`src/inc/scsh_pkg.sv`:
```
// serial channel state handling: constants, register layouts and types
// assumes a byte-wide register port and a 100 MHz core_clk
`default_nettype none

package scsh_pkg;
  localparam int ADDR_W = 3;
  localparam int CNT_W  = 10;

  // register word indices
  localparam logic [ADDR_W-1:0] OFS_MODE  = 3'h0;
  localparam logic [ADDR_W-1:0] OFS_BAUD  = 3'h1;
  localparam logic [ADDR_W-1:0] OFS_CTRL  = 3'h2;
  localparam logic [ADDR_W-1:0] OFS_TDATA = 3'h3;
  localparam logic [ADDR_W-1:0] OFS_STAT  = 3'h4;
  localparam logic [ADDR_W-1:0] OFS_RDATA = 3'h5;
  localparam logic [ADDR_W-1:0] OFS_PORT  = 3'h6;
  localparam logic [ADDR_W-1:0] OFS_MSTOP = 3'h7;

  // reset values
  localparam logic [7:0] STAT_RST  = 8'h84;
  localparam logic [7:0] MSTOP_RST = 8'h01;

  // frame lengths, counted from zero; SYNC_BITS is the plain bit count
  localparam logic [3:0] ASYNC_LAST_NOPAR = 4'h9;
  localparam logic [3:0] ASYNC_LAST_PAR   = 4'ha;
  localparam logic [3:0] SYNC_LAST        = 4'h7;
  localparam logic [3:0] SYNC_BITS        = 4'h8;
  localparam logic [3:0] RX_LAST_NOPAR    = 4'h8;
  localparam logic [3:0] RX_LAST_PAR      = 4'h9;

  typedef struct packed {
    logic       sync_mode;
    logic       rsv6;
    logic       par_en;
    logic       par_odd;
    logic [3:0] rsv;
  } scsh_mode_type;

  typedef struct packed {
    logic       tx_irq_en;
    logic       rx_irq_en;
    logic       tx_enable_bit;
    logic       rx_enable_bit;
    logic       rsv3;
    logic       tx_done_irq_en;
    logic       clock_source_sel_hi;
    logic       clock_source_sel_lo;
  } scsh_ctrl_type;

  typedef struct packed {
    logic       tx_buffer_empty_flag;
    logic       rx_full_flag;
    logic       overrun_flag;
    logic       framing_error_flag;
    logic       parity_error_flag;
    logic       tx_end_flag;
    logic [1:0] rsv;
  } scsh_stat_type;

  typedef struct packed {
    logic       sck_dir;
    logic       sck_data;
    logic       txd_dir;
    logic       port_data_bit;
    logic [3:0] rsv;
  } scsh_port_type;

  typedef enum logic [2:0] {
    LP_ACTIVE, LP_SW_STANDBY, LP_SUB_SLEEP, LP_WATCH, LP_SUB_ACTIVE
  } scsh_lp_type;

  function automatic logic parity_of(input logic [7:0] d, input logic odd);
    return (^d) ^ odd;
  endfunction : parity_of

  // half a bit period minus one, in core cycles
  function automatic logic [CNT_W-1:0] half_m1(input logic [7:0] div);
    return {2'h0, div};
  endfunction : half_m1

  // a whole bit period minus one
  function automatic logic [CNT_W-1:0] full_m1(input logic [7:0] div);
    return {1'h0, div, 1'h1};
  endfunction : full_m1

  function automatic logic tx_reset_on(input scsh_lp_type lp);
    return lp inside {LP_SW_STANDBY, LP_SUB_SLEEP};
  endfunction : tx_reset_on

  function automatic logic rx_reset_on(input scsh_lp_type lp);
    return lp != LP_ACTIVE;
  endfunction : rx_reset_on
endpackage : scsh_pkg

`default_nettype wire

```
`src/design/scsh_rx.sv`:
```
// serial channel receiver: start search, sampling, character assembly
// assumes rxd is already synchronised to core_clk and sync_rise is a pulse
`default_nettype none

module scsh_rx
  (
    // clock and reset
    input  wire logic                       core_clk,
    input  wire logic                       rstn,
    // control
    input  wire logic                       clr,
    input  wire logic                       rx_en,
    input  wire logic                       sync_mode,
    input  wire logic                       par_en,
    input  wire logic                       par_odd,
    input  wire logic [7:0]                 baud_div,
    // line
    input  wire logic                       rxd,
    input  wire logic                       sync_rise,
    // results
    output logic                            done_r,
    output logic [7:0]                      data_r,
    output logic                            fer_r,
    output logic                            per_r
  );

  typedef enum logic [1:0] {RX_IDLE, RX_START, RX_SHIFT} scsh_rx_state_type;

  scsh_rx_state_type          state_r;
  scsh_rx_state_type          state_nxt;
  logic [9:0]                 sr_r;
  logic [9:0]                 sr_nxt;
  logic [scsh_pkg::CNT_W-1:0] cnt_r;
  logic [scsh_pkg::CNT_W-1:0] cnt_nxt;
  logic [3:0]                 nbits_r;
  logic [3:0]                 nbits_nxt;
  logic                       done_nxt;
  logic [7:0]                 data_nxt;
  logic                       fer_nxt;
  logic                       per_nxt;
  logic [3:0]                 last;

  assign last = par_en ? scsh_pkg::RX_LAST_PAR : scsh_pkg::RX_LAST_NOPAR;

  // start is a level, not an edge, so a held break keeps re-framing
  always_comb
  begin
    state_nxt = state_r;
    sr_nxt    = sr_r;
    cnt_nxt   = cnt_r;
    nbits_nxt = nbits_r;
    done_nxt  = 1'b0;
    data_nxt  = data_r;
    fer_nxt   = 1'b0;
    per_nxt   = 1'b0;
    unique case (state_r)
      RX_IDLE:
      begin
        nbits_nxt = '0;
        if (sync_mode)
          state_nxt = RX_SHIFT;
        else if (!rxd)
        begin
          cnt_nxt   = scsh_pkg::half_m1(baud_div);
          state_nxt = RX_START;
        end
      end
      RX_START:
      begin
        if (cnt_r != '0)
          cnt_nxt = cnt_r - 1'b1;
        else if (!rxd)
        begin
          cnt_nxt   = scsh_pkg::full_m1(baud_div);
          state_nxt = RX_SHIFT;
        end
        else
          state_nxt = RX_IDLE; // glitch, not a start bit
      end
      RX_SHIFT:
      begin
        if (sync_mode)
        begin
          if (sync_rise)
          begin
            sr_nxt    = {rxd, sr_r[9:1]};
            nbits_nxt = nbits_r + 1'b1;
            if (nbits_r == scsh_pkg::SYNC_LAST)
            begin
              done_nxt  = 1'b1;
              data_nxt  = {rxd, sr_r[9:3]};
              nbits_nxt = '0;
            end
          end
        end
        else if (cnt_r != '0)
          cnt_nxt = cnt_r - 1'b1;
        else
        begin
          sr_nxt    = {rxd, sr_r[9:1]};
          nbits_nxt = nbits_r + 1'b1;
          cnt_nxt   = scsh_pkg::full_m1(baud_div);
          if (nbits_r == last)
          begin
            done_nxt  = 1'b1;
            fer_nxt   = !rxd;
            state_nxt = RX_IDLE;
            if (par_en)
            begin
              data_nxt = sr_r[8:1];
              per_nxt  = scsh_pkg::parity_of(sr_r[8:1], par_odd) != sr_r[9];
            end
            else
              data_nxt = sr_r[9:2];
          end
        end
      end
    endcase
    // a partial character is thrown away
    if (clr || !rx_en)
    begin
      state_nxt = RX_IDLE;
      done_nxt  = 1'b0;
      fer_nxt   = 1'b0;
      per_nxt   = 1'b0;
    end
  end

  always_ff @(posedge core_clk or negedge rstn)
  begin
    if (!rstn)
    begin
      state_r <= RX_IDLE;
      sr_r    <= '0;
      cnt_r   <= '0;
      nbits_r <= '0;
      done_r  <= 1'b0;
      data_r  <= '0;
      fer_r   <= 1'b0;
      per_r   <= 1'b0;
    end
    else
    begin
      state_r <= state_nxt;
      sr_r    <= sr_nxt;
      cnt_r   <= cnt_nxt;
      nbits_r <= nbits_nxt;
      done_r  <= done_nxt;
      data_r  <= data_nxt;
      fer_r   <= fer_nxt;
      per_r   <= per_nxt;
    end
  end
endmodule : scsh_rx

`default_nettype wire

```
`src/design/scsh_top.sv`:
```
// serial channel top: register port, transmitter, pin muxing, power resets
// assumes lp_mode comes from logic on core_clk; rxd_i and sck_i are async
`default_nettype none

module scsh_top
  #(
    parameter logic [7:0] BAUD_DIV_RST = 8'h03
  )
  (
    // clock and reset
    input  wire logic                          core_clk,
    input  wire logic                          rstn,
    // register port
    input  wire logic [scsh_pkg::ADDR_W-1:0]   reg_addr,
    input  wire logic [7:0]                    reg_wdata,
    input  wire logic                          reg_wr,
    input  wire logic                          reg_rd,
    output logic      [7:0]                    reg_rdata,
    // power state
    input  wire scsh_pkg::scsh_lp_type         lp_mode,
    // serial pins
    input  wire logic                          rxd_i,
    output logic                               txd_o,
    output logic                               txd_oe,
    input  wire logic                          sck_i,
    output logic                               sck_o,
    output logic                               sck_oe
  );

  typedef enum logic [1:0] {TX_IDLE, TX_ASYNC, TX_SYNC} scsh_tx_state_type;

  scsh_pkg::scsh_mode_type    mode_r, mode_nxt;
  scsh_pkg::scsh_ctrl_type    ctrl_r, ctrl_nxt;
  scsh_pkg::scsh_stat_type    stat_r, stat_nxt;
  scsh_pkg::scsh_port_type    port_r, port_nxt;
  logic [7:0]                 baud_r, baud_nxt;
  logic [7:0]                 tdr_r, tdr_nxt;
  logic [7:0]                 rdr_r, rdr_nxt;
  logic                       mstop_r, mstop_nxt;
  logic [7:0]                 rdata_nxt;
  scsh_tx_state_type          tx_state_r, tx_state_nxt;
  logic [10:0]                tsr_r, tsr_nxt;
  logic [3:0]                 bitcnt_r, bitcnt_nxt;
  logic [scsh_pkg::CNT_W-1:0] tcnt_r, tcnt_nxt;
  logic                       sck_int_r, sck_int_nxt;
  logic                       txline_r, txline_nxt;
  logic [scsh_pkg::CNT_W-1:0] pulse_r, pulse_nxt;
  logic                       drv_r;
  logic                       txd_o_nxt, txd_oe_nxt, sck_o_nxt, sck_oe_nxt;
  logic                       rxd_s1_r, rxd_s2_r;
  logic                       sck_s1_r, sck_s2_r, sck_s3_r;
  logic                       tx_load, tx_end_ev;
  logic                       rx_done, rx_fer, rx_per;
  logic [7:0]                 rx_data;
  logic                       tx_rst, rx_rst, te, ext_clk, rx_err, can_start;
  logic                       sync_rise, sync_fall, drive_now;
  logic [3:0]                 async_last;

  // power and stop resets, start condition
  assign tx_rst    = mstop_r || scsh_pkg::tx_reset_on(lp_mode);
  assign rx_rst    = mstop_r || scsh_pkg::rx_reset_on(lp_mode);
  assign te        = ctrl_r.tx_enable_bit;
  assign ext_clk   = ctrl_r.clock_source_sel_hi;
  assign rx_err    = stat_r.overrun_flag || stat_r.framing_error_flag
                     || stat_r.parity_error_flag;
  assign can_start = te && !stat_r.tx_buffer_empty_flag
                     && !(mode_r.sync_mode && rx_err);
  assign async_last = mode_r.par_en ? scsh_pkg::ASYNC_LAST_PAR
                                    : scsh_pkg::ASYNC_LAST_NOPAR;
  // clock edges: own divider or the synchronised pin
  assign sync_rise = ext_clk ? (sck_s2_r && !sck_s3_r)
                             : (tx_state_r == TX_SYNC && !sck_int_r
                                && tcnt_r == '0);
  assign sync_fall = ext_clk ? (!sck_s2_r && sck_s3_r)
                             : (tx_state_r == TX_SYNC && sck_int_r
                                && tcnt_r == '0);
  assign drive_now = mode_r.sync_mode && !ext_clk;

  // receive side kept in its own module
  scsh_rx u_rx (
    .core_clk  (core_clk),
    .rstn      (rstn),
    .clr       (rx_rst),
    .rx_en     (ctrl_r.rx_enable_bit),
    .sync_mode (mode_r.sync_mode),
    .par_en    (mode_r.par_en),
    .par_odd   (mode_r.par_odd),
    .baud_div  (baud_r),
    .rxd       (rxd_s2_r),
    .sync_rise (sync_rise && mode_r.sync_mode),
    .done_r    (rx_done),
    .data_r    (rx_data),
    .fer_r     (rx_fer),
    .per_r     (rx_per)
  );

  // register file; while stopped only the stop register answers
  always_comb
  begin
    mode_nxt  = mode_r;
    ctrl_nxt  = ctrl_r;
    stat_nxt  = stat_r;
    port_nxt  = port_r;
    baud_nxt  = baud_r;
    tdr_nxt   = tdr_r;
    rdr_nxt   = rdr_r;
    mstop_nxt = mstop_r;
    rdata_nxt = '0;
    if (reg_rd && (!mstop_r || reg_addr == scsh_pkg::OFS_MSTOP))
    begin
      unique case (reg_addr)
        scsh_pkg::OFS_MODE:  rdata_nxt = mode_r;
        scsh_pkg::OFS_BAUD:  rdata_nxt = baud_r;
        scsh_pkg::OFS_CTRL:  rdata_nxt = ctrl_r;
        scsh_pkg::OFS_TDATA: rdata_nxt = tdr_r;
        scsh_pkg::OFS_STAT:  rdata_nxt = stat_r;
        scsh_pkg::OFS_RDATA: rdata_nxt = rdr_r;
        scsh_pkg::OFS_PORT:  rdata_nxt = port_r;
        scsh_pkg::OFS_MSTOP: rdata_nxt = {7'h00, mstop_r};
      endcase
    end
    if (reg_wr && (!mstop_r || reg_addr == scsh_pkg::OFS_MSTOP))
    begin
      unique case (reg_addr)
        scsh_pkg::OFS_MODE:  mode_nxt = {reg_wdata[7], 1'h0, reg_wdata[5:4],
                                         4'h0};
        scsh_pkg::OFS_BAUD:  baud_nxt = reg_wdata;
        scsh_pkg::OFS_CTRL:  ctrl_nxt = {reg_wdata[7:4], 1'h0,
                                         reg_wdata[2:0]};
        scsh_pkg::OFS_TDATA: tdr_nxt  = reg_wdata;
        scsh_pkg::OFS_STAT:  stat_nxt = stat_r & {reg_wdata[7:2], 2'h0};
        scsh_pkg::OFS_RDATA: rdr_nxt  = rdr_r;     // read only
        scsh_pkg::OFS_PORT:  port_nxt = {reg_wdata[7:4], 4'h0};
        scsh_pkg::OFS_MSTOP: mstop_nxt = reg_wdata[0];
      endcase
    end
    // hardware sets come after the software clear so they win
    if (tx_load)
      stat_nxt.tx_buffer_empty_flag = 1'b1;
    if (tx_end_ev)
      stat_nxt.tx_end_flag = 1'b1;
    if (rx_done)
    begin
      if (stat_r.rx_full_flag)
        stat_nxt.overrun_flag = 1'b1;
      else
      begin
        rdr_nxt = rx_data;
        stat_nxt.rx_full_flag = 1'b1;
      end
      if (rx_fer)
        stat_nxt.framing_error_flag = 1'b1;
      if (rx_per)
        stat_nxt.parity_error_flag = 1'b1;
    end
    // receive enable plays no part here, so its clear keeps the flags
    if (!te)
    begin
      stat_nxt.tx_buffer_empty_flag = 1'b1;
      stat_nxt.tx_end_flag          = 1'b1;
    end
    if (tx_rst)
      tdr_nxt = '0;
    if (rx_rst)
      rdr_nxt = '0;
    if (tx_rst || rx_rst)
      stat_nxt = scsh_pkg::STAT_RST;
  end

  always_ff @(posedge core_clk or negedge rstn)
  begin
    if (!rstn)
    begin
      mode_r    <= '0;
      ctrl_r    <= '0;
      stat_r    <= scsh_pkg::STAT_RST;
      port_r    <= '0;
      baud_r    <= BAUD_DIV_RST;
      tdr_r     <= '0;
      rdr_r     <= '0;
      mstop_r   <= scsh_pkg::MSTOP_RST[0];
      reg_rdata <= '0;
    end
    else
    begin
      mode_r    <= mode_nxt;
      ctrl_r    <= ctrl_nxt;
      stat_r    <= stat_nxt;
      port_r    <= port_nxt;
      baud_r    <= baud_nxt;
      tdr_r     <= tdr_nxt;
      rdr_r     <= rdr_nxt;
      mstop_r   <= mstop_nxt;
      reg_rdata <= rdata_nxt;
    end
  end

  // transmitter; a frame ends through idle so reload needs no copy
  always_comb
  begin
    tx_state_nxt = tx_state_r;
    tsr_nxt      = tsr_r;
    bitcnt_nxt   = bitcnt_r;
    tcnt_nxt     = tcnt_r;
    sck_int_nxt  = sck_int_r;
    txline_nxt   = txline_r;
    tx_load      = 1'b0;
    tx_end_ev    = 1'b0;
    unique case (tx_state_r)
      TX_IDLE:
      begin
        sck_int_nxt = 1'b1;
        if (can_start)
        begin
          tx_load    = 1'b1;
          bitcnt_nxt = '0;
          if (mode_r.sync_mode)
          begin
            tsr_nxt      = {3'h7, tdr_r};
            txline_nxt   = tdr_r[0];
            sck_int_nxt  = ext_clk;
            tcnt_nxt     = scsh_pkg::half_m1(baud_r);
            tx_state_nxt = TX_SYNC;
          end
          else
          begin
            tsr_nxt      = {1'b1, mode_r.par_en ?
                            scsh_pkg::parity_of(tdr_r, mode_r.par_odd) : 1'b1,
                            tdr_r, 1'b0};
            txline_nxt   = 1'b0;
            tcnt_nxt     = scsh_pkg::full_m1(baud_r);
            tx_state_nxt = TX_ASYNC;
          end
        end
      end
      TX_ASYNC:
      begin
        if (tcnt_r != '0)
          tcnt_nxt = tcnt_r - 1'b1;
        else if (bitcnt_r == async_last)
        begin
          tx_state_nxt = TX_IDLE;
          tx_end_ev    = !can_start;
        end
        else
        begin
          tsr_nxt    = {1'b1, tsr_r[10:1]};
          txline_nxt = tsr_r[1];
          bitcnt_nxt = bitcnt_r + 1'b1;
          tcnt_nxt   = scsh_pkg::full_m1(baud_r);
        end
      end
      TX_SYNC:
      begin
        if (tcnt_r != '0)
          tcnt_nxt = tcnt_r - 1'b1;
        if (sync_rise)
        begin
          sck_int_nxt = 1'b1;
          tcnt_nxt    = scsh_pkg::half_m1(baud_r);
          bitcnt_nxt  = bitcnt_r + 1'b1;
          if (bitcnt_r == scsh_pkg::SYNC_LAST && !can_start)
          begin
            tx_state_nxt = TX_IDLE; // line keeps the last bit
            tx_end_ev    = 1'b1;
          end
        end
        else if (sync_fall)
        begin
          if (bitcnt_r == scsh_pkg::SYNC_BITS)
          begin
            tx_state_nxt = TX_IDLE;
            tx_end_ev    = !can_start;
          end
          else
          begin
            sck_int_nxt = 1'b0;
            tcnt_nxt    = scsh_pkg::half_m1(baud_r);
            tsr_nxt     = {1'b1, tsr_r[10:1]};
            txline_nxt  = tsr_r[0];
          end
        end
      end
    endcase
    // abort at once, whatever is on the line; idle level is mark
    if (!te || tx_rst)
    begin
      tx_state_nxt = TX_IDLE;
      tsr_nxt      = '1;
      bitcnt_nxt   = '0;
      tcnt_nxt     = '0;
      sck_int_nxt  = 1'b1;
      txline_nxt   = 1'b1;
      tx_load      = 1'b0;
      tx_end_ev    = 1'b0;
    end
  end

  always_ff @(posedge core_clk or negedge rstn)
  begin
    if (!rstn)
    begin
      tx_state_r <= TX_IDLE;
      tsr_r      <= '1;
      bitcnt_r   <= '0;
      tcnt_r     <= '0;
      sck_int_r  <= 1'b1;
      txline_r   <= 1'b1;
    end
    else
    begin
      tx_state_r <= tx_state_nxt;
      tsr_r      <= tsr_nxt;
      bitcnt_r   <= bitcnt_nxt;
      tcnt_r     <= tcnt_nxt;
      sck_int_r  <= sck_int_nxt;
      txline_r   <= txline_nxt;
    end
  end

  // pin muxing and the clock pin hand-back pulse
  always_comb
  begin
    pulse_nxt  = pulse_r;
    txd_o_nxt  = te ? txline_r : port_r.port_data_bit;
    txd_oe_nxt = te ? 1'b1 : port_r.txd_dir;
    sck_o_nxt  = port_r.sck_data;
    sck_oe_nxt = port_r.sck_dir;
    if (drive_now)
    begin
      sck_o_nxt  = sck_int_r;
      sck_oe_nxt = 1'b1;
      pulse_nxt  = '0;
    end
    else if (drv_r && !ext_clk)
    begin
      pulse_nxt  = scsh_pkg::half_m1(baud_r);
      sck_o_nxt  = 1'b0;
      sck_oe_nxt = 1'b1;
    end
    else if (pulse_r != '0)
    begin
      pulse_nxt  = pulse_r - 1'b1;
      sck_o_nxt  = 1'b0;
      sck_oe_nxt = 1'b1;
    end
  end

  always_ff @(posedge core_clk or negedge rstn)
  begin
    if (!rstn)
    begin
      pulse_r <= '0;
      drv_r   <= 1'b0;
      txd_o   <= 1'b0;
      txd_oe  <= 1'b0;
      sck_o   <= 1'b0;
      sck_oe  <= 1'b0;
    end
    else
    begin
      pulse_r <= pulse_nxt;
      drv_r   <= drive_now;
      txd_o   <= txd_o_nxt;
      txd_oe  <= txd_oe_nxt;
      sck_o   <= sck_o_nxt;
      sck_oe  <= sck_oe_nxt;
    end
  end

  // pin synchronisers; only the second stage onward is looked at
  always_ff @(posedge core_clk or negedge rstn)
  begin
    if (!rstn)
    begin
      rxd_s1_r <= 1'b1;
      rxd_s2_r <= 1'b1;
      sck_s1_r <= 1'b1;
      sck_s2_r <= 1'b1;
      sck_s3_r <= 1'b1;
    end
    else
    begin
      rxd_s1_r <= rxd_i;
      rxd_s2_r <= rxd_s1_r;
      sck_s1_r <= sck_i;
      sck_s2_r <= sck_s1_r;
      sck_s3_r <= sck_s2_r;
    end
  end
endmodule : scsh_top

`default_nettype wire

```
`config.mk`:
```
export PLATFORM = sky130hd
export DESIGN_NAME = scsh_top
export DESIGN_NICKNAME = d
export VERILOG_FILES = /design/src/inc/scsh_pkg.sv /design/src/design/scsh_rx.sv /design/src/design/scsh_top.sv
export SDC_FILE = /design/constraint.sdc
export NUM_CORES = 1
export LEC_CHECK = 0
export CORE_MARGIN = 3
export CORE_UTILIZATION = 45
export CTS_CLUSTER_SIZE = 25
export DETAILED_ROUTE_END_ITERATION = 8
export DONT_BUFFER_PORTS = 1
export HOLD_SLACK_MARGIN = 0.12
export PLACE_DENSITY = 0.59
export SKIP_LAST_GASP = 1
export SLEW_MARGIN = 25
export SYNTH_ARGS = -nofsm -noshare
export SYNTH_HDL_FRONTEND = slang
export SYNTH_SLANG_ARGS = --single-unit
```
`constraint.sdc`:
```
create_clock -name core_clk -period 3.3 [get_ports core_clk]
set_input_delay 0.66 -clock core_clk [delete_from_list [all_inputs] [get_ports core_clk]]
set_output_delay 0.66 -clock core_clk [all_outputs]
set_load 0.03 [all_outputs]
```
==> flow_summary.toml, run 1 <==
[grt]
met3_usage = 0.05733
grt_util_met2 = 0.3560
grt_pass1_wl_um = 33320
grt_pass1_vias = 6300
grt_max_degree = 138
grt_usage = 0.2269
met1_usage = 0.3079
grt.busiest_layer = "met2"
grt-ovfl-total = 0
antenna_found_initial = 0

[layout]
final.fill_count = 1559
antenna_cells = 0
area_growth_pct = 9.992
finalNonFillerCells = 1042
multi_input_area_mm2 = 0.004056
regArea_mm2 = 0.003456
drive_gt1_frac = 0.1703
nNetsFinal = 842

[synth]
ys_ff_latch = 137
synth_top_family_by_area = "simple AND/OR/NAND/NOR gates"
yosys.area.top_type = "dfrtp_1"
synthTopCellsByArea = "dfrtp_1 37%, mux2_2 8.5%, dfstp_2 7.4%"
synth_area_per_cell_um2 = 9.463
yosysMostFrequentCell = "nand2_1"
syn-num-nets = 860
synth-simple-area-share = 0.1664
yosysWarnings = 0
synth_xor_area_frac = 0.03581
synth_top_area_frac = 0.3677
ys_seq_area_frac = 0.4416
muxShareOfSynthArea = 0.1290
synthArstFlopShare = 1.000
synth_commonest_cells = "123 x nand2_1, 115 x dfrtp_1, 59 x mux2_2, 59 x o21ai_0, 55 x a21oi_1"
synth-edff-count = 0
ys_types = 77
synthAdderAreaFrac = 0.02078
synth_compound_area_frac = 0.1656
syn_area_mm2 = 0.007826
postSynthCellCount = 827
synth_flop_cell = "dfrtp_1"

[power]
power_frac_seq = 0.429
internal_power_mw = 3.554
vdd_drop_max_mv = 0.3929
power_density_mw_per_mm2 = 618.7
power.switching_mw = 1.772
clock_power_share = 0.378
power_frac_comb = 0.193
switching_share = 0.3328
power_leakage_nw = 3.621

[clocking]
cts_tree = "yes"
cts.sinks = 137
clkTransAtPathRegs_ns = 0.06
insertion_delay_ns = 0.43
postCtsSetupBuffers = 0
cts_buffer_depth = 2
cts_made_buffers = 17
cts_root_buf = "clkbuf_16"
h-tree-depth = 4

[setup_path]
crit_type = "reg -> reg"
r2r-start = "tcnt_r[0]$_DFFE_PN0P_"
setup.worst_path.end_class = "flip-flop"
cp.buffers_inverters = 1
cp_top_family = "compound AO/OA/AOI/OAI gates"
rrSetupSlack_ns = 0.40
cp.required_ns = 3.61
cp-start-kind = "flip-flop"
crit_fanout = 16
r2r-end = "u_rx.sr_r[3]$_DFFE_PN0P_"
worstPathArrival_ns = 3.21
critPathMaxStageDelay_ns = 0.68
startpoint = "tcnt_r[0]$_DFFE_PN0P_"
cp_slowest_cell = "a211oi_4"
path_cells = "inv_1, ha_1, nor4b_4, nand4_1, o21a_1, a211oi_4, mux2_2"
critical_path_cell_count = 7
worstSetupEndpoint = "u_rx.sr_r[3]$_DFFE_PN0P_"
rr_worst_depth = 7

[hold_path]
hp-class = "in -> async"

[routing]
vias = 6276
wl_um = 20830
drc = 0
wl_per_cell_um = 19.99
drt_first_pass_iters = 7
drt_iter0_markers = 561
vias_per_cell = 6.023
ant_nets = 0

[sta]
fin_ws_ns = 0.4039
fin_crit_ns = 2.896
worst_pin_slew_ns = 0.7112
fin_skew_ns = 0.01021
finalSetupViolations = 0
tns_ns = 0
hold_viol_final = 115
finalCritPeriodShare = 0.8776
rsz0062_at_grt = "no"
drv_slew = 0
slew_headroom = 0.5227
fmax_ghz = 0.3453
holdWs_ns = -0.06638

[floorplan]
ios = 32
initial_core_util = 0.4653
die_x_um = 137.9
die-area_mm2 = 0.01901
rows = 47
core_mm2 = 0.01682
dieHeight_um = 137.9

[flow_run]
drv_cap = 0

[place]
gp_congestion = 0.9105
dp.cells = 1010
dpl.hpwl_um = 14210
place_ws_ns = 0.4483
io_buffer_count = 0

[run_status]
violations = "hold timing"
status = "finished with violations"
[cells by family (layout without fill, tap and decap cells)]
| logic type | after synthesis | in the layout |
|---|---|---|
| AO/OA/AOI/OAI | 205 | 205 |
| multiplexers | 91 | 91 |
| buffers and inverters | 80 | 75 |
| AND/OR/NAND/NOR | 269 | 269 |
| XOR/XNOR | 32 | 32 |
| flip-flops | 137 | 137 |
| adder cells (fa/ha/maj) | 13 | 13 |
[final cells by class]
class / instances / area share
Clock buffer: 17 / 0.04942
Clock inverter: 15 / 0.02326
Inverter: 34 / 0.01483
Multi-Input combinational cell: 610 / 0.4712
Sequential cell: 137 / 0.4015
Tap cell: 220 / 0.03198
Timing Repair Buffer: 9 / 0.007849
[cells in the final DEF (no fill, tap or decap), drive strengths merged, types with 4 or more instances in the layout]
cell type / instances
nand2: 123
dfrtp: 115
o21ai: 63
mux2: 59
a21oi: 55
nor2: 48
inv: 42
mux2i: 30
dfstp: 22
xnor2: 21
clkbuf: 17
nand3: 16
nor3: 15
a211oi: 14
ha: 13
xor2: 11
a31oi: 10
nor4: 9
buf: 9
nand2b: 8
or4: 8
o22ai: 8
nor2b: 6
nand3b: 6
nand4: 6
o21a: 6
and3: 5
o211ai: 4
or3: 4
clkinv: 4
[per-stage QoR]
stage	power, mW	utilization	area (µm²)	hold slack (ns)
after floorplan	3.032	-	7826	0.3452
after global placement	3.290	0.4746	7983	0.3466
after detailed placement	3.332	0.4746	7983	0.3490
after CTS	5.357	0.5118	8608	-0.08501
after global routing	5.582	0.5118	8608	-0.09377
final	5.326	0.5118	8608	-0.06638
[repair_timing]
| action | CTS | global route |
|---|---|---|
| endpoints found under the setup margin | 0 | 0 |
| gates resized for setup | 0 | 0 |
| endpoints found under the hold margin | 137 | 117 |
[worst min path at each step]
| stage | start | end | slack (ns) | cells past startpoint |
|---|---|---|---|---|
| 6_report | rstn | pulse_r[8]$_DFFE_PN0P_ | -0.07 | 0 |
| 5_1_grt | rstn | u_rx.cnt_r[7]$_DFFE_PN0P_ | -0.09 | 0 |
| 4_1_cts | rstn | sck_o$_DFF_PN0_ | -0.09 | 0 |
| 3_5_place_dp | rxd_s1_r$_DFF_PN1_ | rxd_s2_r$_DFF_PN1_ | 0.35 | 0 |
| 3_3_place_gp | sck_s1_r$_DFF_PN1_ | sck_s2_r$_DFF_PN1_ | 0.35 | 0 |
| 2_1_floorplan | rxd_s1_r$_DFF_PN1_ | rxd_s2_r$_DFF_PN1_ | 0.35 | 0 |
[power by group through the flow]
stage | clock, mW | combinational, mW | sequential, mW
2_1_floorplan | 0 | 0.897 | 2.14
3_3_place_gp | 0 | 0.991 | 2.30
3_5_place_dp | 0 | 1.02 | 2.31
4_1_cts | 2.05 | 1.03 | 2.28
5_1_grt | 2.13 | 1.14 | 2.32
6_report | 2.01 | 1.03 | 2.29
[routing by layer]
metal | share of wire | vias to the layer above
met4 | 0.020 | 0
met2 | 0.48 | 193
met1 | 0.44 | 3122
li1 | - | 2927
met5 | 0 | -
met3 | 0.059 | 34
[registers in the layout (all words and copies together) (netlist names), 3 cells and up]
name	cells
pulse_r	10
rdr_r	8
bitcnt_r	4
mode_r	3
reg_rdata	8
port_r	4
u_rx.data_r	8
stat_r	6
tcnt_r	10
baud_r	8
tsr_r	10
u_rx.nbits_r	4
u_rx.sr_r	9
ctrl_r	5
tdr_r	8
u_rx.cnt_r	10
Note: power is estimated with default switching activity, not from simulation.
==> run 2: changes to the inputs <==
--- a/config.mk
+++ b/config.mk
@@ -6,12 +6,13 @@
 export NUM_CORES = 1
 export LEC_CHECK = 0
 export CORE_MARGIN = 3
-export CORE_UTILIZATION = 45
+export CORE_UTILIZATION = 40
 export CTS_CLUSTER_SIZE = 25
 export DETAILED_ROUTE_END_ITERATION = 8
 export DONT_BUFFER_PORTS = 1
 export HOLD_SLACK_MARGIN = 0.12
-export PLACE_DENSITY = 0.59
+export PLACE_DENSITY = 0.53
+export RECOVER_POWER = 100
 export SKIP_LAST_GASP = 1
 export SLEW_MARGIN = 25
 export SYNTH_ARGS = -nofsm -noshare
==> flow_summary.toml, run 2 (synthesized netlist as in run 1, its figures left out) <==
[sta]
fin_skew_ns = 0.009597
worst_pin_slew_ns = 1.014
slew_headroom = 0.3242
finalSetupViolations = 0
tns_ns = 0
finalCritPeriodShare = 0.8688
fin_crit_ns = 2.867
hold_viol_final = 115
fin_ws_ns = 0.4330
drv_slew = 0
rsz0062_at_grt = "no"
fmax_ghz = 0.3488
holdWs_ns = -0.08338

[layout]
area_growth_pct = 9.672
final_cell_mix = "123 x nand2_1, 115 x dfrtp_1, 60 x o21ai_0"
mostFrequentLayoutCell = "nand2_1"
nNetsFinal = 843
antenna_cells = 0
drive_gt1_frac = 0.1580
finalNonFillerCells = 1083

[hold_path]
hp-class = "in -> async"

[place]
place_ws_ns = 0.4824
gp_congestion = 0.8990
dp.cells = 1051
io_buffer_count = 0
dpl.hpwl_um = 14460

[clocking]
insertion_delay_ns = 0.44
cts_buffer_depth = 2
cts.sinks = 137
postCtsSetupBuffers = 0
h-tree-depth = 4
postCtsResizedCells = 0
cts_tree = "yes"
clkTransAtPathRegs_ns = 0.07
cts_root_buf = "clkbuf_16"
cts_made_buffers = 17

[grt]
met3_usage = 0.04422
antenna_found_initial = 0
grt_pass1_vias = 6148
grt_usage = 0.2017
grt.busiest_layer = "met2"
met1_usage = 0.2750
grt_max_degree = 138
grt-ovfl-total = 0
grt_pass1_wl_um = 34230
grt_util_met2 = 0.3182

[floorplan]
core_mm2 = 0.01896
ios = 32
die_x_um = 145.9
die-area_mm2 = 0.02128
initial_core_util = 0.4129
rows = 50
dieHeight_um = 145.9

[setup_path]
setup.worst_path.end_class = "flip-flop"
cp.required_ns = 3.62
cp-start-kind = "flip-flop"
crit_type = "reg -> reg"
worstPathArrival_ns = 3.19
crit_fanout = 9

[routing]
wl_per_cell_um = 19.40
vias = 6190
wl_um = 21010
drt_first_pass_iters = 5
ant_nets = 0
drc = 0
vias_per_cell = 5.716
drt_iter0_markers = 579

[power]
vdd_drop_max_mv = 0.3366
power_leakage_nw = 3.584
power_density_mw_per_mm2 = 602.6

[run_status]
violations = "hold timing"
status = "finished with violations"

[flow_run]
drv_cap = 0
[run 2: cell types whose count changed in the layout (fill, tap and decap cells not counted), sizes merged]
cell	before	now
inv	42	44
buf	9	8
bufinv	2	0
clkbuf	17	19
[run 2: metrics by stage]
| step | utilization | power, mW | hold slack, ns | cell area (µm²) |
|---|---|---|---|---|
| 2_1_floorplan | - | 3.032 | 0.3452 | 7826 |
| 3_3_place_gp | 0.4242 | 3.299 | 0.3470 | 8040 |
| 3_5_place_dp | 0.4242 | 3.327 | 0.3468 | 8040 |
| 4_1_cts | 0.4545 | 5.225 | -0.09486 | 8616 |
| 5_1_grt | 0.4528 | 5.447 | -0.09925 | 8583 |
| 6_report | 0.4528 | 5.172 | -0.08338 | 8583 |
[run 2: worst paths after layout]
path	from	to	slack, ns	depth (start not counted)
hold reg to reg	rxd_s1_r$_DFF_PN1_	rxd_s2_r$_DFF_PN1_	0.36	0
hold / removal	rstn	pulse_r[7]$_DFFE_PN0P_	-0.08	0
max in group asynchronous	rstn	tsr_r[8]$_DFFE_PN1P_	3.01	0
setup / recovery	u_rx.cnt_r[0]$_DFFE_PN0P_	u_rx.data_r[0]$_DFFE_PN0P_	0.43	7
min in group core_clk	sck_i	sck_s1_r$_DFF_PN1_	0.21	0
setup reg to reg	u_rx.cnt_r[0]$_DFFE_PN0P_	u_rx.data_r[0]$_DFFE_PN0P_	0.43	7
[run 2: report_power, final]
group          total, mW  internal [mW]  switching (mW)
Combinational      0.996          0.449           0.547
Clock               1.89           1.01           0.881
Sequential          2.29           1.94           0.352
[run 2: final cells by class]
type                    count  area, µm²
well taps                 260      325.3
clock buffers              17      425.4
fillers                  1811      10370
inverters                  34      127.6
repair buffers             10      67.56
multi-input cells         610       4031
clock inverters            15      150.1
flip-flops and latches    137       3456
[run 2: routing by layer]
layer	routed length [µm]	part of all wire
met4	391	0.019
met3	957	0.046
met5	0	0
met2	9974	0.47
met1	9685	0.46
[run 2: worst max-delay path, stage by stage (launching register included)]
cell and delay [ns]:
dfrtp_1 0.42, inv_1 0.07, ha_1 0.17, or4b_1 0.55, or3_1 0.47, nor3_1 0.35, o21ai_1 0.34, mux2_2 0.37
==> run 3: changes to the inputs <==
--- a/config.mk
+++ b/config.mk
@@ -11,7 +11,6 @@
 export DETAILED_ROUTE_END_ITERATION = 8
 export DONT_BUFFER_PORTS = 1
 export HOLD_SLACK_MARGIN = 0.12
-export PLACE_DENSITY = 0.53
 export RECOVER_POWER = 100
 export SKIP_LAST_GASP = 1
 export SLEW_MARGIN = 25
==> flow_summary.toml, run 3 (synthesized netlist as in run 1, its figures left out) <==
[setup_path]
cp-start-kind = "flip-flop"
cp.required_ns = 3.66
worstPathArrival_ns = 3.21
cp_slowest_cell = "a31o_1"
cp_top_family = "compound AO/OA/AOI/OAI gates"
critPathMaxStageDelay_ns = 0.55
cp.buffers_inverters = 2
path_cells = "inv_1, ha_1, nor4b_4, and3_2, inv_1, o21ai_0, a31o_1, mux2_2"
crit_fanout = 16
setup.worst_path.end_class = "flip-flop"
crit_type = "reg -> reg"
path_common_cell = "inv_1"

[layout]
area_growth_pct = 10.63
antenna_cells = 0
drive_gt1_frac = 0.1632
postLayoutCoreUtil = 0.4568
mostFrequentLayoutCell = "nand2_1"
nNetsFinal = 847
final_cell_mix = "123 x nand2_1, 115 x dfrtp_1, 61 x o21ai_0"

[sta]
fmax_ghz = 0.3502
tns_ns = 0
drv_slew = 0
finalSetupViolations = 0
hold_viol_final = 115
slew_headroom = 0.2555
worst_pin_slew_ns = 1.117
fin_crit_ns = 2.856
holdWs_ns = -0.06862
fin_ws_ns = 0.4442
fin_skew_ns = 0.01042
finalCritPeriodShare = 0.8654
rsz0062_at_grt = "no"

[place]
dpl.hpwl_um = 13850
io_buffer_count = 0
place_ws_ns = 0.6211
gp_congestion = 0.8567

[grt]
grt_max_degree = 138
grt_usage = 0.1918
antenna_found_initial = 0
grt-ovfl-total = 0
grt_pass1_vias = 5834
grt_pass1_wl_um = 32600

[floorplan]
initial_core_util = 0.4129
core_mm2 = 0.01896
rows = 50
dieHeight_um = 145.9
ios = 32
die_x_um = 145.9
die-area_mm2 = 0.02128

[routing]
wl_um = 20210
drc = 0
vias = 6138
ant_nets = 0
drt_iter0_markers = 461
vias_per_cell = 5.647
drt_first_pass_iters = 5
met3_length_um = 915
wl_per_cell_um = 18.59
dr_wl_met2_um = 9196
routed.top_layer = "met4"
wl_met1_um = 9714

[run_status]
violations = "hold timing"
status = "finished with violations"

[power]
power_density_mw_per_mm2 = 613.0
power_leakage_nw = 3.623
vdd_drop_max_mv = 0.4013

[clocking]
postCtsSetupBuffers = 0
cts_tree = "yes"
cts.sinks = 137
postCtsResizedCells = 0
clkTransAtPathRegs_ns = 0.06
insertion_delay_ns = 0.43
cts_made_buffers = 17
cts_buffer_depth = 2
cts_root_buf = "clkbuf_16"
h-tree-depth = 4

[hold_path]
hp-class = "in -> async"

[flow_run]
drv_cap = 0
run 3: power by group:
part	switching [mW]	leakage (nW)	internal, mW
sequential	0.346	1.76	1.94
combinational	0.553	1.56	0.451
clock	0.857	0.304	1.16
total	1.76	3.62	3.55
run 3: per-layer routing:
metal / vias up / track usage
li1: 2932 / -
met1: 3032 / 0.2725
met2: 142 / 0.2936
met3: 32 / 0.04298
met4: 0 / 0.05840
met5: - / 0
run 3: area by class of cell:
type / instances / area, µm²
flip-flops and latches: 137 / 3456
fillers: 1829 / 10300
inverters: 34 / 127.6
clock inverters: 15 / 195.2
multi-input cells: 610 / 4035
clock buffers: 17 / 425.4
repair buffers: 14 / 93.84
well taps: 260 / 325.3
run 3: path summary, 6_finish.rpt:
kind                                              end  slack, ns  depth (start not counted)                   from
worst max register to register   txline_r$_DFFE_PN1P_       0.44                          8  tcnt_r[0]$_DFFE_PN0P_
max in group asynchronous         mstop_r$_DFFE_PN1P_       3.09                          0                   rstn
min in group core_clk              rxd_s1_r$_DFF_PN1_       0.22                          0                  rxd_i
worst min register to register     rxd_s2_r$_DFF_PN1_       0.36                          0     rxd_s1_r$_DFF_PN1_
worst min-delay path            tcnt_r[7]$_DFFE_PN0P_      -0.07                          0                   rstn
worst max-delay path             txline_r$_DFFE_PN1P_       0.44                          8  tcnt_r[0]$_DFFE_PN0P_
run 3: stage by stage:
| step | power, mW | hold slack (ns) | area [µm²] | std cells |
|---|---|---|---|---|
| 2_1_floorplan | 3.032 | 0.3452 | 7826 | 827 |
| 3_5_place_dp | 3.320 | 0.3472 | 8070 | 1055 |
| 4_1_cts | 5.352 | -0.07896 | 8691 | 1087 |
| 6_report | 5.307 | -0.06862 | 8658 | 1087 |
| 5_1_grt | 5.584 | -0.09192 | 8658 | 1087 |
| 3_3_place_gp | 3.306 | 0.3468 | 8070 | 1055 |
